## src/tsf_pkg.sv

```systemverilog
// Purpose: Shared constants and types of the transport-stream input framer
// Assumes: Single processing clock domain; pin inputs are synchronised in the top module
// Notes: Register offsets are byte indices of the host register map
package tsf_pkg;

  // Transport packet framing
  localparam logic [7:0] TSF_SYNC_BYTE = 8'h47;     // Ordinary packet sync byte
  localparam logic [7:0] TSF_SYNC_INV = 8'hb8;      // Inverted sync byte at frame head
  localparam logic [7:0] TSF_PKT_LAST = 8'hbb;      // Last byte index of a 188-byte packet
  localparam logic [7:0] TSF_POS_TEI = 8'h01;       // Byte that holds the error-indication bit
  localparam int TSF_TEI_BIT = 7;                   // Error-indication bit inside that byte
  localparam logic [2:0] TSF_PKT_IDX_LAST = 3'h7;   // Eight packets make one sync frame
  localparam logic [2:0] TSF_BIT_LAST = 3'h7;       // Last bit of a serial byte

  // Symbol clock phases (processing clock divided by four)
  localparam logic [1:0] TSF_PH_LAST = 2'h3;        // Phase before phase 0
  localparam logic [1:0] TSF_PH_HIGH_END = 2'h2;    // Symbol clock is high in phases 0 and 1

  // PLL mode pin codes
  localparam logic [1:0] TSF_PLL_NCO = 2'h3;        // Oscillator operation; 2'h0/2'h1 = external PLL

  // Register map
  localparam logic [5:0] TSF_ADDR_THRESH = 6'h2b;   // FIFO measurement threshold
  localparam logic [5:0] TSF_ADDR_STATUS = 6'h2c;   // Framer status
  localparam logic [7:0] TSF_THRESH_RST = 8'h73;    // Threshold reset value

  // Pin group as sampled from the transport source
  typedef struct packed {
    logic clk;        // Input clock pin level
    logic [7:0] data; // Data bus
    logic valid;      // Valid qualifier
    logic err;        // Error flag
    logic pstart;     // Packet-start strobe
    logic srestart;   // Sequence-restart strobe
  } tsf_pins_t;

  // Word held in the input FIFO
  typedef struct packed {
    logic [7:0] data;  // Packet byte
    logic frame_head;  // First byte of an eight-packet sync frame
    logic first;       // Frame head right after a sequence restart
  } tsf_word_t;

  // Sync word tracking states
  typedef enum logic [2:0] {
    TSF_HUNT = 3'b001,
    TSF_TRACK = 3'b010,
    TSF_LOCK = 3'b100
  } tsf_sync_t;

endpackage

```

## src/tsf_framer.sv

```systemverilog
// Purpose: Transport-stream input sampling, packet framing and framing status outputs
// Assumes: REF_CLK is the processing clock; the input clock pin is slow enough to oversample
// Notes: The modulation datapath is reduced to nibble mapping of the framed bytes
`timescale 1ns/1ps

// Small synchronous FIFO with valid/ready on both sides
module tsf_fifo #(
  parameter int WIDTH = 11,
  parameter int DEPTH = 4,
  parameter int AW = $clog2(DEPTH)
) (
  // Clock and reset
  input wire logic clk,
  input wire logic rst_n,
  // Fill side
  input wire logic in_valid,
  input wire logic [WIDTH-1:0] in_data,
  output logic in_ready,
  // Drain side
  output logic out_valid,
  input wire logic out_ready,
  output logic [WIDTH-1:0] out_data,
  // Fill level
  output logic [AW:0] level
);

  logic [WIDTH-1:0] mem [DEPTH];  // Storage
  logic [AW:0] wr_ptr;            // Write pointer with wrap bit
  logic [AW:0] rd_ptr;            // Read pointer with wrap bit
  logic push;                     // Word taken in
  logic pop;                      // Word handed out

  // Honest full and empty from the wrap bit
  assign level = wr_ptr - rd_ptr;
  assign in_ready = (level != (AW + 1)'(DEPTH));
  assign out_valid = (level != '0);
  assign out_data = mem[rd_ptr[AW-1:0]];
  assign push = in_valid & in_ready;
  assign pop = out_valid & out_ready;

  // Storage write
  always_ff @(posedge clk) begin
    if (push) begin
      mem[wr_ptr[AW-1:0]] <= in_data;
    end
  end

  // Pointer update
  always_ff @(posedge clk or negedge rst_n) begin
    if (!rst_n) begin
      wr_ptr <= '0;
      rd_ptr <= '0;
    end else begin
      if (push) begin
        wr_ptr <= wr_ptr + 1'b1;
      end
      if (pop) begin
        rd_ptr <= rd_ptr + 1'b1;
      end
    end
  end

endmodule // tsf_fifo

module tsf_framer
  import tsf_pkg::*;
#(
  parameter int TRACK_STEPS = 3,      // Sync hits needed for lock
  parameter logic [7:0] GAP_BYTES = 8'h00,  // Extra FRAME_START_OUT cycles per frame head
  parameter int FIFO_DEPTH = 4        // Input FIFO words
) (
  // Clock and reset
  input wire logic REF_CLK,
  input wire logic RSTN,
  // Transport source pins
  input wire logic INPUT_CLOCK,
  input wire logic [7:0] TS_DATA_IN,
  input wire logic TS_VALID_IN,
  input wire logic TS_ERROR_IN,
  input wire logic PACKET_START_IN,
  input wire logic SEQUENCE_RESTART_IN,
  output logic TS_READY,
  // Static configuration pins
  input wire logic SERIAL_MODE,
  input wire logic FORCED_SYNC,
  input wire logic [1:0] PLL_MODE,
  // Register access
  input wire logic [5:0] REG_ADDR,
  input wire logic [7:0] REG_WDATA,
  input wire logic REG_WR,
  output logic [7:0] REG_RDATA,
  // Processing outputs
  output logic SYMBOL_CLOCK,
  output logic [9:0] INPHASE_DIGITAL_OUT,
  output logic [9:0] QUADRATURE_DIGITAL_OUT,
  // Framing status
  output logic FRAME_START_OUT,
  output logic FIRST_BLOCK_OUT,
  output logic SYNC_LOCKED,
  output logic FIFO_COLLISION_ALARM
);

  localparam int AW = $clog2(FIFO_DEPTH);

  tsf_pins_t pins;          // Raw pin group
  tsf_pins_t pins_s1;       // First synchroniser stage
  tsf_pins_t pins_s2;       // Second synchroniser stage
  logic [3:0] cfg_s1;       // Config pins, first stage
  logic [3:0] cfg_s2;       // Config pins, second stage
  logic clk_prev;           // Previous input clock level
  logic restart_prev;       // Restart level at last input clock rise
  logic serial;             // Serial mode selected
  logic forced;             // Packet-start forced sync selected
  logic nco_mode;           // Oscillator PLL mode selected
  logic input_clock_rise;          // Input clock rising edge seen
  logic take;               // Valid bit or byte sampled
  logic [2:0] bit_cnt;      // Serial bit position
  logic [6:0] shreg;        // Serial bits gathered so far
  logic pstart_cap;         // Packet start seen at first bit
  logic err_cap;            // Error flag seen at first bit
  logic cur_pstart;         // Packet start of the current byte
  logic cur_err;            // Error flag of the current byte
  logic byte_strobe;        // Whole byte assembled
  logic [7:0] new_byte;     // Assembled byte
  logic [7:0] pos;          // Byte position in packet
  logic aligned;            // Forced mode has seen a packet start
  tsf_sync_t sync_state;    // Sync word tracker
  tsf_sync_t next_sync_state;
  logic [7:0] steps;        // Consecutive sync hits
  logic sync_match;         // Byte is a sync byte
  logic is_head;            // Byte starts a packet
  logic [2:0] pkt_idx;      // Packet index within frame
  logic [2:0] next_pkt_idx;
  logic restart_pend;       // Restart edge awaiting frame head
  logic restart_fall;       // Restart falling edge
  logic first_head;         // This head follows a restart
  logic pkt_err;            // Error flag latched at packet head
  tsf_word_t wr_word;       // Word into FIFO
  logic wr_valid;           // FIFO write request
  logic wr_ready;           // FIFO has room
  tsf_word_t rd_word;       // Word out of FIFO
  logic rd_valid;           // FIFO holds a word
  logic [AW:0] fifo_level;  // FIFO fill level
  logic [1:0] phase;        // Symbol phase
  logic tick;               // Last phase: symbol boundary
  logic primed;             // FIFO has been written once
  logic collision;          // Pointer collision this cycle
  logic coll_hold;          // Collision held until symbol tick
  logic alarm_s1;           // First symbol-clock alarm stage
  logic [7:0] fs_cnt;       // Remaining frame-start cycles
  logic [7:0] threshold;    // FIFO measurement threshold
  logic below_thres;        // FIFO level at or below threshold

  assign pins = '{clk: INPUT_CLOCK, data: TS_DATA_IN, valid: TS_VALID_IN, err: TS_ERROR_IN,
                  pstart: PACKET_START_IN, srestart: SEQUENCE_RESTART_IN};

  // Two-stage synchroniser for all pins from the source side
  always_ff @(posedge REF_CLK or negedge RSTN) begin
    if (!RSTN) begin
      pins_s1 <= '0;
      pins_s2 <= '0;
      cfg_s1 <= '0;
      cfg_s2 <= '0;
      clk_prev <= 1'b0;
    end else begin
      pins_s1 <= pins;
      pins_s2 <= pins_s1;
      cfg_s1 <= {SERIAL_MODE, FORCED_SYNC, PLL_MODE};
      cfg_s2 <= cfg_s1;
      clk_prev <= pins_s2.clk;
    end
  end

  // Decoded configuration
  assign serial = cfg_s2[3];
  assign forced = cfg_s2[2];
  assign nco_mode = (cfg_s2[1:0] == TSF_PLL_NCO);

  // Sample point is the rising input clock edge, gated by valid
  assign input_clock_rise = pins_s2.clk & ~clk_prev;
  assign take = input_clock_rise & pins_s2.valid;
  assign restart_fall = input_clock_rise & restart_prev & ~pins_s2.srestart;

  // Byte assembly: serial takes bit 0 MSB first, parallel the whole bus
  assign new_byte = serial ? {shreg, pins_s2.data[0]} : pins_s2.data;
  assign byte_strobe = take & (~serial | (bit_cnt == TSF_BIT_LAST));
  assign cur_pstart = (bit_cnt == '0) ? pins_s2.pstart : pstart_cap;
  assign cur_err = (bit_cnt == '0) ? pins_s2.err : err_cap;

  // Serial bit counter and shifter; parallel keeps the counter at zero
  always_ff @(posedge REF_CLK or negedge RSTN) begin
    if (!RSTN) begin
      bit_cnt <= '0;
      shreg <= '0;
      pstart_cap <= 1'b0;
      err_cap <= 1'b0;
    end else if (take) begin
      if (bit_cnt == '0) begin
        pstart_cap <= pins_s2.pstart;
        err_cap <= pins_s2.err;
      end
      if (serial) begin
        shreg <= {shreg[5:0], pins_s2.data[0]};
        bit_cnt <= bit_cnt + 1'b1;
      end else begin
        bit_cnt <= '0;
      end
    end
  end

  // Sync byte recognition and packet head decision
  assign sync_match = (new_byte == TSF_SYNC_BYTE) | (new_byte == TSF_SYNC_INV);
  always_comb begin
    if (forced) begin
      is_head = cur_pstart;
    end else if (sync_state == TSF_HUNT) begin
      is_head = sync_match;
    end else begin
      is_head = (pos == '0);
    end
  end

  // Sync word tracker for detection mode
  always_comb begin
    next_sync_state = sync_state;
    case (sync_state)
      TSF_HUNT: begin
        if (sync_match) begin
          next_sync_state = (TRACK_STEPS <= 1) ? TSF_LOCK : TSF_TRACK;
        end
      end
      TSF_TRACK: begin
        if (pos == '0) begin
          if (!sync_match) begin
            next_sync_state = TSF_HUNT;
          end else if (steps >= 8'(TRACK_STEPS - 1)) begin
            next_sync_state = TSF_LOCK;
          end
        end
      end
      TSF_LOCK: begin
        if ((pos == '0) && !sync_match) begin
          next_sync_state = TSF_TRACK;  // One miss keeps position
        end
      end
      default: next_sync_state = TSF_HUNT;
    endcase
  end

  // Tracker state, position and hit count
  always_ff @(posedge REF_CLK or negedge RSTN) begin
    if (!RSTN) begin
      sync_state <= TSF_HUNT;
      pos <= '0;
      steps <= '0;
      aligned <= 1'b0;
    end else if (forced) begin
      sync_state <= TSF_HUNT;
      steps <= '0;
      if (byte_strobe) begin
        if (is_head) begin
          aligned <= 1'b1;
          pos <= 8'h01;
        end else begin
          pos <= (pos == TSF_PKT_LAST) ? '0 : pos + 1'b1;
        end
      end
    end else if (byte_strobe) begin
      aligned <= 1'b0;
      sync_state <= next_sync_state;
      pos <= (is_head || pos != TSF_PKT_LAST) ? ((is_head ? 8'h00 : pos) + 1'b1) : '0;
      if (is_head && sync_match && sync_state != TSF_LOCK) begin
        steps <= (sync_state == TSF_HUNT) ? 8'h01 : steps + 1'b1;
      end else if (is_head && !sync_match) begin
        steps <= '0;
      end
    end
  end

  // Packet index within frame; restart zeroes it, otherwise free-running
  assign next_pkt_idx = (restart_pend | restart_fall) ? '0 :
                        ((pkt_idx == TSF_PKT_IDX_LAST) ? '0 : pkt_idx + 1'b1);
  always_ff @(posedge REF_CLK or negedge RSTN) begin
    if (!RSTN) begin
      pkt_idx <= TSF_PKT_IDX_LAST;
      restart_prev <= 1'b0;
      restart_pend <= 1'b0;
      pkt_err <= 1'b0;
    end else begin
      if (input_clock_rise) begin
        restart_prev <= pins_s2.srestart;
      end
      // A fall in the same cycle as a head still restarts this head
      if (byte_strobe && is_head && wr_valid) begin
        pkt_idx <= next_pkt_idx;
        restart_pend <= 1'b0;
        pkt_err <= cur_err;
      end else if (restart_fall) begin
        restart_pend <= 1'b1;
      end
    end
  end

  // FIFO word: sync insertion in forced mode, error bit in second byte
  assign first_head = restart_pend | restart_fall;
  assign wr_valid = byte_strobe & (forced ? (aligned | is_head) : (sync_state != TSF_HUNT
                    | sync_match));
  always_comb begin
    wr_word.data = new_byte;
    wr_word.frame_head = 1'b0;
    wr_word.first = 1'b0;
    if (is_head) begin
      wr_word.frame_head = (next_pkt_idx == '0);
      wr_word.first = first_head;
      if (forced) begin
        wr_word.data = (next_pkt_idx == '0) ? TSF_SYNC_INV : TSF_SYNC_BYTE;
      end
    end else if ((pos == TSF_POS_TEI) && pkt_err) begin
      wr_word.data[TSF_TEI_BIT] = 1'b1;
    end
  end

  // Input FIFO between framing and symbol-rate drain
  tsf_fifo #(
    .WIDTH($bits(tsf_word_t)),
    .DEPTH(FIFO_DEPTH),
    .AW(AW)
  ) u_fifo (
    .clk(REF_CLK),
    .rst_n(RSTN),
    .in_valid(wr_valid),
    .in_data(wr_word),
    .in_ready(wr_ready),
    .out_valid(rd_valid),
    .out_ready(tick),
    .out_data(rd_word),
    .level(fifo_level)
  );

  // Symbol phase counter: processing clock divided by four
  assign tick = (phase == TSF_PH_LAST);
  always_ff @(posedge REF_CLK or negedge RSTN) begin
    if (!RSTN) begin
      phase <= TSF_PH_LAST;  // First edge enters phase 0, so the first high lasts two cycles
      SYMBOL_CLOCK <= 1'b0;
    end else begin
      phase <= phase + 1'b1;
      SYMBOL_CLOCK <= ((phase + 1'b1) < TSF_PH_HIGH_END);
    end
  end

  // Collision: write into full FIFO or symbol read of an empty primed FIFO
  assign collision = (wr_valid & ~wr_ready) | (tick & ~rd_valid & primed);
  always_ff @(posedge REF_CLK or negedge RSTN) begin
    if (!RSTN) begin
      primed <= 1'b0;
      coll_hold <= 1'b0;
      alarm_s1 <= 1'b0;
      FIFO_COLLISION_ALARM <= 1'b0;
    end else begin
      if (wr_valid) begin
        primed <= 1'b1;
      end
      if (tick) begin
        alarm_s1 <= coll_hold | collision;
        FIFO_COLLISION_ALARM <= alarm_s1;
        coll_hold <= 1'b0;
      end else if (collision) begin
        coll_hold <= 1'b1;
      end
    end
  end

  // Drain one word per symbol; I/Q and framing outputs on processing clock
  always_ff @(posedge REF_CLK or negedge RSTN) begin
    if (!RSTN) begin
      INPHASE_DIGITAL_OUT <= '0;
      QUADRATURE_DIGITAL_OUT <= '0;
      FRAME_START_OUT <= 1'b0;
      FIRST_BLOCK_OUT <= 1'b0;
      fs_cnt <= '0;
    end else begin
      FIRST_BLOCK_OUT <= 1'b0;
      if (tick && rd_valid) begin
        INPHASE_DIGITAL_OUT <= {rd_word.data[7:4], 6'h00};
        QUADRATURE_DIGITAL_OUT <= {rd_word.data[3:0], 6'h00};
      end
      if (tick && rd_valid && rd_word.frame_head && !forced) begin
        FRAME_START_OUT <= 1'b1;
        fs_cnt <= GAP_BYTES;
        FIRST_BLOCK_OUT <= rd_word.first;
      end else if (forced) begin
        FRAME_START_OUT <= 1'b0;
        fs_cnt <= '0;
      end else if (fs_cnt != '0) begin
        fs_cnt <= fs_cnt - 1'b1;
      end else begin
        FRAME_START_OUT <= 1'b0;
      end
    end
  end

  // Lock status and source back-pressure
  always_ff @(posedge REF_CLK or negedge RSTN) begin
    if (!RSTN) begin
      SYNC_LOCKED <= 1'b0;
      TS_READY <= 1'b0;
    end else begin
      SYNC_LOCKED <= (sync_state == TSF_LOCK) & ~forced;
      TS_READY <= wr_ready;
    end
  end

  // Threshold comparison, meaningful only in oscillator mode
  assign below_thres = nco_mode & ((AW + 1 > 8) ? 1'b0 : ({{(8 - AW - 1){1'b0}}, fifo_level}
                       <= threshold));

  // Threshold register write
  always_ff @(posedge REF_CLK or negedge RSTN) begin
    if (!RSTN) begin
      threshold <= TSF_THRESH_RST;
    end else if (REG_WR && (REG_ADDR == TSF_ADDR_THRESH)) begin
      threshold <= REG_WDATA;
    end
  end

  // Registered read data; unmapped addresses read zero
  always_ff @(posedge REF_CLK or negedge RSTN) begin
    if (!RSTN) begin
      REG_RDATA <= '0;
    end else begin
      case (REG_ADDR)
        TSF_ADDR_THRESH: REG_RDATA <= threshold;
        TSF_ADDR_STATUS: REG_RDATA <= {below_thres, nco_mode, SYNC_LOCKED,
                                       FIFO_COLLISION_ALARM, 4'(fifo_level)};
        default: REG_RDATA <= '0;
      endcase
    end
  end

endmodule // tsf_framer

```

## config.mk

```make
export PLATFORM = sky130hd
export DESIGN_NAME = tsf_framer
export DESIGN_NICKNAME = d
export VERILOG_FILES = /design/src/tsf_pkg.sv /design/src/tsf_framer.sv
export SDC_FILE = /design/constraint.sdc
export NUM_CORES = 1
export LEC_CHECK = 0
export BUFFER_PORTS_ARGS = -buffer_cell sky130_fd_sc_hd__buf_2
export CORE_MARGIN = 2
export CORE_UTILIZATION = 43
export DETAILED_ROUTE_END_ITERATION = 8
export REMOVE_ABC_BUFFERS = 1
export SLEW_MARGIN = 5
export SYNTH_ARGS = -nofsm -noshare
export SYNTH_HDL_FRONTEND = slang
export SYNTH_SLANG_ARGS = --single-unit
```

## constraint.sdc

```tcl
create_clock -name REF_CLK -period 6.2 [get_ports REF_CLK]
set_input_delay 0.31 -clock REF_CLK [delete_from_list [all_inputs] [get_ports REF_CLK]]
set_output_delay 0.31 -clock REF_CLK [all_outputs]
set_load 0.02 [all_outputs]
```

## Yosys cells after proc, flatten, opt, wreduce, memory -nomap -nowiden

Memories as Yosys holds them, arrays and structs flattened.
Cells that the tools add are included.

- Add/sub/neg operators: 10
- Magnitude comparators: 3
- Equality and inequality tests: 23
- Muxes and demuxes: 52
- Bitwise logic cells: 26
- Reduce and logical (&&, ||, !) cells: 28

Operators by type and width:

| operator | number |
|---|---|
| $mux W8 | 18 |
| $mux W3 | 10 |
| $add A8 B1 Y8 const B | 3 |
| $mux W1 | 21 |
| $ne A3 B3 Y1 const B | 6 |
| $eq A8 B8 Y1 const B | 2 |
| $pmux W8 S2 | 1 |
| $and A1 B1 Y1 | 13 |
| $add A3 B1 Y3 const B | 4 |
| $eq A6 B6 Y1 const B | 2 |
| $logic_and A1 B1 Y1 | 11 |
| $eq A3 B3 Y1 const B | 3 |
| $mux W9 | 1 |
| $pmux W3 S3 | 1 |
| $reduce_bool A3 Y1 | 3 |
| $eq A8 B1 Y1 const B | 1 |
| $eq A8 B7 Y1 const B | 1 |
| $ge A8 B2 Y1 const B | 1 |
| $le A3 B8 Y1 | 1 |
| $logic_not A8 Y1 | 1 |
| $ne A8 B8 Y1 const B | 1 |
| $reduce_bool A8 Y1 | 1 |
| $sub A8 B1 Y8 const B | 1 |
| $or A1 B1 Y1 | 7 |
| other kinds (16) | 28 |

- Register bits after elaboration: 122
- RAM bits: 40
- Input bits: 34
- Output and inout port bits: 34
- Word-level logic and storage cells: 187
- Memories kept: 1

Memories:

| name | depth | bits a word | read ports | clocked after Yosys merged registers in | wr ports | line | RTL |
|---|---|---|---|---|---|---|---|
| u_fifo.mem | 4 | 10 | 1 | 0 | 1 | tsf_framer.sv:27 | `logic [WIDTH-1:0] mem [DEPTH];` |

## Longest topological paths before layout

Gate-level depths: netlist of the first run.

- Word-level depth: 12
- Gate-level depth with buffers: 14
- Mapped depth without buffers: 12

## By module

Synthesis of the first run repeated with hierarchy kept, for this count alone.

- Cell total of the unflattened synthesis: 574
- Area, all modules: 7292.0 um2

By module, submodules not included:

| module | instances | cells an instance | area an instance (um2) | seq. area each (um2) |
|---|---|---|---|---|
| tsf_framer | 1 | 479 | 5402.7 | 2916.5 |
| tsf_fifo | 1 | 95 | 1889.3 | 1351.3 |

## Least setup slack after synthesis of the first run

Ideal clock, no wire load.

- Path kind: register -> register
- Start point: register u_fifo.rd_ptr[1]
- End point: memory u_fifo.mem[3][0] in the netlist's numbering, enable pin
- Library setup time: 0.351 ns
- Arrival time: 2.364 ns
- Data required time: 5.849 ns
- Path slack: 3.485 ns
- Cell stages (with the launch flop): 8
- Path buffers: 1
- Period minus slack after synthesis: 2.715 ns
- Cell sequence: dfrtp_1 > clkbuf_1 > inv_1 > fa_1 > nor2b_1 > and2_1 > a211oi_2 > and2_1

- Longest elaborated chain between the ends: 5

Ends and longest elaborated chain:

| what | line | RTL |
|---|---|---|
| from (decl) | tsf_framer.sv:29 | `logic [AW:0] rd_ptr;` |
| from (signal assigned) | tsf_framer.sv:58 | `rd_ptr <= rd_ptr + 1'b1;` |
| $sub A3 B3 Y3 | tsf_framer.sv:34 | `assign level = wr_ptr - rd_ptr;` |
| $ne A3 B3 Y1 | tsf_framer.sv:35 | `assign in_ready = (level != (AW + 1)'(DEPTH));` |
| $and A1 B1 Y1 | tsf_framer.sv:38 | `assign push = in_valid & in_ready;` |
| $mux W1 | tsf_framer.sv:43 | `if (push) begin` |
| $mux W1 (not written as such) | tsf_framer.sv:44 | `mem[wr_ptr[AW-1:0]] <= in_data;` |
| to (decl) | tsf_framer.sv:27 |  |

No other way between the ends.

## Final worst setup path of the first run

- Start point: register cfg_s2[3]
- End point: register pos[2]

- Longest elaborated chain between the ends: 10
- Elaborated cells between the ends (all ways): 17
- Those cells by class: add/sub: 1; eq/ne: 2; mux: 9; bitwise: 4; reduce/logical: 1

Ends and longest elaborated chain:

| what | line | RTL |
|---|---|---|
| from (decl) | tsf_framer.sv:109 | `logic [3:0] cfg_s2;` |
| from (signal assigned) | tsf_framer.sv:169 | `cfg_s2 <= cfg_s1;` |
| $mux W8 | tsf_framer.sv:185 | `assign new_byte = serial ? {shreg, pins_s2.data[0]} : pins_s2.data;` |
| $eq A8 B7 Y1 or $eq A8 B8 Y1 (tied branches) | tsf_framer.sv:212 | `assign sync_match = (new_byte == TSF_SYNC_BYTE) \| (new_byte == TSF_SYNC_INV);` |
| $or A1 B1 Y1 | tsf_framer.sv:212 |  |
| $mux W1 | tsf_framer.sv:216 | `end else if (sync_state == TSF_HUNT) begin` |
| $mux W1 | tsf_framer.sv:214 | `if (forced) begin` |
| $mux W8 | tsf_framer.sv:271 | `pos <= (is_head \|\| pos != TSF_PKT_LAST) ? ((is_head ? 8'h00 : pos) + 1'b1) : '0;` |
| $add A8 B1 Y8 | tsf_framer.sv:271 |  |
| $mux W8 | tsf_framer.sv:271 |  |
| $mux W8 | tsf_framer.sv:268 | `end else if (byte_strobe) begin` |
| $mux W8 | tsf_framer.sv:257 | `end else if (forced) begin` |
| to (signal assigned) | tsf_framer.sv:265 | `pos <= (pos == TSF_PKT_LAST) ? '0 : pos + 1'b1;` |
| to (signal assigned) | tsf_framer.sv:271 |  |
| to (decl) | tsf_framer.sv:125 | `logic [7:0] pos;` |

Parallel ways exist; a longest one is shown, timed or not. The select of a mux whose other input is x is not followed.
A chain may end at the register's enable or synchronous reset.

==> qor.csv, run 1 <==
metric,value,unit
cts_hold_buf,18,
path_class,flip-flop to flip-flop,
fillers,1418,
cts.path.max_buffers,2,
cp_top_family,simple AND/OR/NAND/NOR gates,
nets,688,
drv_cap,0,
rows,47,
dr.pass1.iters,4,
fmax,0.300,GHz
root_buffer,clkbuf_16,
setup_viol,0,
syn_inst,554,
ys_seq_area_share,59.6,%
cp_common_cell,and2_1,
synth_top_cell_by_area,dfrtp_1,
grt_usage,15.5,%
dpl.hpwl,8920,um
clock_skew,6.96,ps
hold_class,input port to flip-flop,
ys_types,64,
synth-edff-count,40,
hold_viol_final,0,
clkLatencyLatePin,420,ps
numCtsBuffers,17,
dieArea,17700,um2
grt_start_max_net_pins,66,
startpoint_type,flip-flop,
pwr-share-comb,20.5,%
cpMaxStageDelayCell,dfrtp_1,
yosys-top-cells-area,"dfrtp_1, edfxtp_1, mux2_2",
vias,4467,
p_clk_share,34.2,%
start_util,43.7,%
rsz0062_at_grt,no,
antenna_found_initial,0,
cp_max_fo,16,
post_cts_resized,0,
grt_pass1_wl,21400,um
grt_pass1_vias,4324,
portBuffers,55,
gr-total-overflow,0,
p_int,2150,uW
routed_wl,12900,um
cts-htree-levels,4,
status,"finished, final reports clean",
period_needed,3330,ps
slew_headroom,33.4,%
report.final.slew_viol_count,0,
cp.arrival,3630,ps
cts.clk_slew.worst_paths,60,ps
drive_above_1_share,23.8,%
tightestPinTransition,992,ps
p_sw_share,28.5,%
cp.required,6490,ps
switchingPower,854,uW
yosys-top-cells-count,"dfrtp_1, edfxtp_1, nand2_1",
end_kind,flip-flop,
yosysWarnings,0,
seqPwrFrac,45.3,%
irDropWorstVdd,0.217,mV
antenna_left,0,
syn_to_final_growth,16.5,%
power_density,359,nW/um2
max_stage_delay,750,ps
ys.flop_type,dfrtp_1,
cts_tree,built,
cts_setup_buffers,0,
synth_seq_cells,162,
synth_most_common_cell,dfrtp_1,
cp_num_buf_inv,0,
synth_top_area_share,38.8,%
total_power,3000,uW
path_cells,mux2i_2 -> nor4_2 -> and2_1 -> or2_1 -> o31ai_4 -> and2_1 -> ha_1 -> nand2b_1 -> nor4_1 -> a211oi_1 -> o21ai_0,
async_reset_ff_share,75.3,%
syn_area,7160,um2
antenna_cells,0,
tns,0,ps
post-route-util,50.9,%
viasPerCell,5.18,
fp.dieH,133,um
p_leak,0.00366,uW
finalCritPeriodShare,53.8,%
routabilityCongestion,0.816,
cts_sinks,162,
coreArea,16400,um2
wl_per_cell,14.9,um
io_pins,68,
synth.avg_cell_area,12.9,um2
initialDrtViolationCount,309,
die_x,133,um
drc_errors,0,
==> layout by cell type, fill, tap and decap left out, types with 4 or more instances in the layout <==
cell           count
conb_1            12
a21oi_1           20
mux2_2            30
and3_1             8
a21o_1            10
mux4_2            10
ha_1              23
mux2i_1            9
a31oi_1            7
inv_1             25
o21ai_0           18
nor2b_1            7
clkbuf_16         17
nand2b_1          15
edfxtp_1          40
buf_2             54
dfrtp_1          111
nand3_1           18
nand3b_1           5
and2_1             9
xnor2_1            9
or2_2              5
dfstp_2           11
xor2_1             7
dlygate4sd3_1     18
nand2_1           34
nand4_1            4
nor2_1            29
nor4_1             6
a22o_1             4
==> flip-flops by register name, summed over array words and instances (netlist names), 2 cells and up <==
| signal | cells |
|---|---|
| phase | 2 |
| sync_state | 3 |
| fs_cnt | 8 |
| REG_RDATA | 8 |
| cfg_s2 | 4 |
| QUADRATURE_DIGITAL_OUT | 4 |
| INPHASE_DIGITAL_OUT | 4 |
| pos | 8 |
| cfg_s1 | 4 |
| bit_cnt | 3 |
| pkt_idx | 3 |
| u_fifo.rd_ptr | 3 |
| steps | 8 |
| pins_s2 | 13 |
| threshold | 8 |
| pins_s1 | 13 |
| u_fifo.wr_ptr | 3 |
| u_fifo.mem | 40 |
| shreg | 7 |
==> through the flow <==
stage	setup WS, ps	cells	hold slack, ps	instance area, um2
after global routing	2520	863	100	8350
after floorplan	3280	536	14.4	7010
final	2870	863	125	8350
after CTS	2880	863	102	8350
after global placement	2990	813	332	7580
after detailed placement	2900	813	335	7580
==> cells by family (layout without fill, tap and decap cells) <==
kind of cell | Yosys count | count (layout) | share of synthesized area, %
xor+xnor | 16 | 16 | 1.96
fa+ha+maj | 24 | 24 | 4.30
buf+inv | 54 | 132 | 3.98
other cells | 1 | 12 | 0.0523
simple gates | 160 | 160 | 12.1
flops | 162 | 162 | 59.6
compound gates | 84 | 84 | 8.10
mux | 53 | 53 | 9.92
==> final timing paths <==
check                             start            to  slack [ps]  cells after the start
setup / recovery              cfg_s2[3]        pos[2]        2870                     11
hold / removal             REG_WDATA[5]  threshold[5]         120                      2
setup reg to reg              cfg_s2[3]        pos[2]        2870                     11
hold reg to reg               cfg_s1[1]     cfg_s2[1]         340                      0
max in group asynchronous          RSTN      TS_READY        4370                      3
min in group asynchronous          RSTN    pins_s2[7]         500                      2
==> metal layers <==
layer  track usage [%]  part of all wire [%]
met5                 0                     0
met2              23.5                    48
met4              5.68                  0.72
met1              21.4                    47
met3              4.25                   4.5
==> power by group through the flow <==
stage	Clock, uW	Sequential, uW	Combinational (uW)
floorplan	0	1380	417
global placement	0	1370	600
detailed placement	0	1380	610
CTS	1060	1360	621
global route	1100	1380	691
finish	1030	1360	614
==> final cells by class <==
class	instances	area [um2]	area share (%)
Sequential cell	162	4270	51.1
Multi-Input combinational cell	349	2650	31.8
Tap cell	220	275	3.30
Clock inverter	12	130	1.56
Clock buffer	20	457	5.47
Inverter	25	93.8	1.12
Timing Repair Buffer	75	473	5.66
Note: power is estimated with default switching activity, not from simulation.
==> inputs of run 2 (changes only) <==
- clock period: 6.2 -> 2.74 ns (I/O delays scaled with it)
==> qor.csv, run 2 (synthesis gave the netlist of run 1 again) <==
metric,value,unit
multi_input_area,2670,um2
fmax,0.386,GHz
total_power,6970,uW
grt_pass1_vias,4760,
fp.dieH,133,um
status,"finished, final reports clean",
seqCellArea,4270,um2
rows,47,
root_buffer,clkbuf_16,
mostFrequentLayoutCell,dfrtp_1,
final_cell_mix,"dfrtp_1, buf_2, edfxtp_1, nand2_1, mux2_2",
dp_cells,839,
cts_tree,built,
dieArea,17700,um2
cp.arrival,2890,ps
portBuffers,55,
drc_errors,0,
wl_per_cell,14.7,um
rsz0062_at_grt,yes,
clock_skew,8.55,ps
p_leak,0.00383,uW
cts.path.max_buffers,2,
tns,0,ps
whs,149,ps
irDropWorstVdd,0.505,mV
grt_pass1_wl,22700,um
p_int,4880,uW
p_clk_share,33.7,%
drv_cap,0,
cts_sinks,162,
hold_class,input port to flip-flop,
antenna_left,0,
viasPerCell,5.05,
dr.pass1.iters,4,
setup_viol,0,
cts-htree-levels,4,
pwr-share-comb,23.6,%
io_pins,68,
switchingPower,2080,uW
antenna_found_initial,0,
gr-total-overflow,0,
vias,4534,
power_density,804,nW/um2
routabilityCongestion,0.849,
dpl.hpwl,9250,um
antenna_cells,0,
numCtsBuffers,17,
seqPwrFrac,42.7,%
die_x,133,um
end_kind,flip-flop,
p_sw_share,29.9,%
cp.required,3040,ps
cts_setup_buffers,0,
report.final.slew_viol_count,0,
coreArea,16400,um2
largest_reg_flops,40,
post-route-util,52.8,%
startpoint_type,flip-flop,
nets,722,
slew_headroom,65.2,%
grt_start_max_net_pins,57,
path_class,flip-flop to flip-flop,
initialDrtViolationCount,358,
hold_viol_final,0,
grt_usage,16.3,%
cp_max_fo,7,
period_needed,2590,ps
clkLatencyLatePin,430,ps
fillers,1380,
start_util,43.7,%
finalCritPeriodShare,94.5,%
drive_above_1_share,27.5,%
routed_wl,13200,um
stdcell_count,897,
syn_to_final_growth,20.9,%
cts.clk_slew.worst_paths,70,ps
tightestPinTransition,520,ps
run 2: final timing paths:
check / startpoint / end / slack [ps] / cells after the start
max in group asynchronous: RSTN / threshold[0] / 1740 / 3
worst min register to register: cfg_s1[0] / cfg_s2[0] / 350 / 0
worst max-delay path: cfg_s2[3] / pos[2] / 150 / 11
worst max register to register: cfg_s2[3] / pos[2] / 150 / 11
worst min-delay path: REG_ADDR[1] / REG_RDATA[0] / 150 / 5
min in group asynchronous: RSTN / cfg_s1[3] / 240 / 2
run 2: repair_timing:
action / in CTS / in global routing
resized for setup: 0 / 4
hold endpoints to repair: 67 / 0
endpoints found under the setup margin: 0 / 11
hold buffers: 26 / 0
run 2: metal layers:
layer	track usage, %	part of all wire [%]	wire length (um)
met1	19.8	45	5890
met2	27.5	50	6630
met3	3.98	3.5	463
met4	7.59	1.7	225
met5	0	0	0
run 2: cell type report:
class,count,area share [%]
clock buffer,17,4.91
inverter,25,1.08
sequential,162,49.3
clock inverter,15,1.98
tap,220,3.18
timing repair buffer,109,8.78
multi-input combinational,349,30.8
run 2: power by group through the flow:
stage / Sequential (uW) / Combinational, uW / Clock [uW]
after detailed placement: 3020 / 1630 / 0
after global routing: 3010 / 1840 / 2520
after CTS: 2970 / 1660 / 2430
after floorplan: 3130 / 943 / 0
final: 2970 / 1640 / 2350
after global placement: 3010 / 1590 / 0
run 2: through the flow:
stage	setup slack (ps)	instance area, um2
CTS	73.4	8650
global placement	164	7790
global route	-43.6	8660
detailed placement	81.6	7790
floorplan	-183	7010
finish	151	8660
run 2: worst max-delay path: stages (launching register included):
cell and delay, ps:
dfrtp_2 470, mux2i_2 310, nor4_2 80, and2_1 180, or2_1 270, o31ai_4 230, and2_1 180, ha_1 230
nand2b_1 150, nor4_1 50, a211oi_1 200, o21ai_0 110
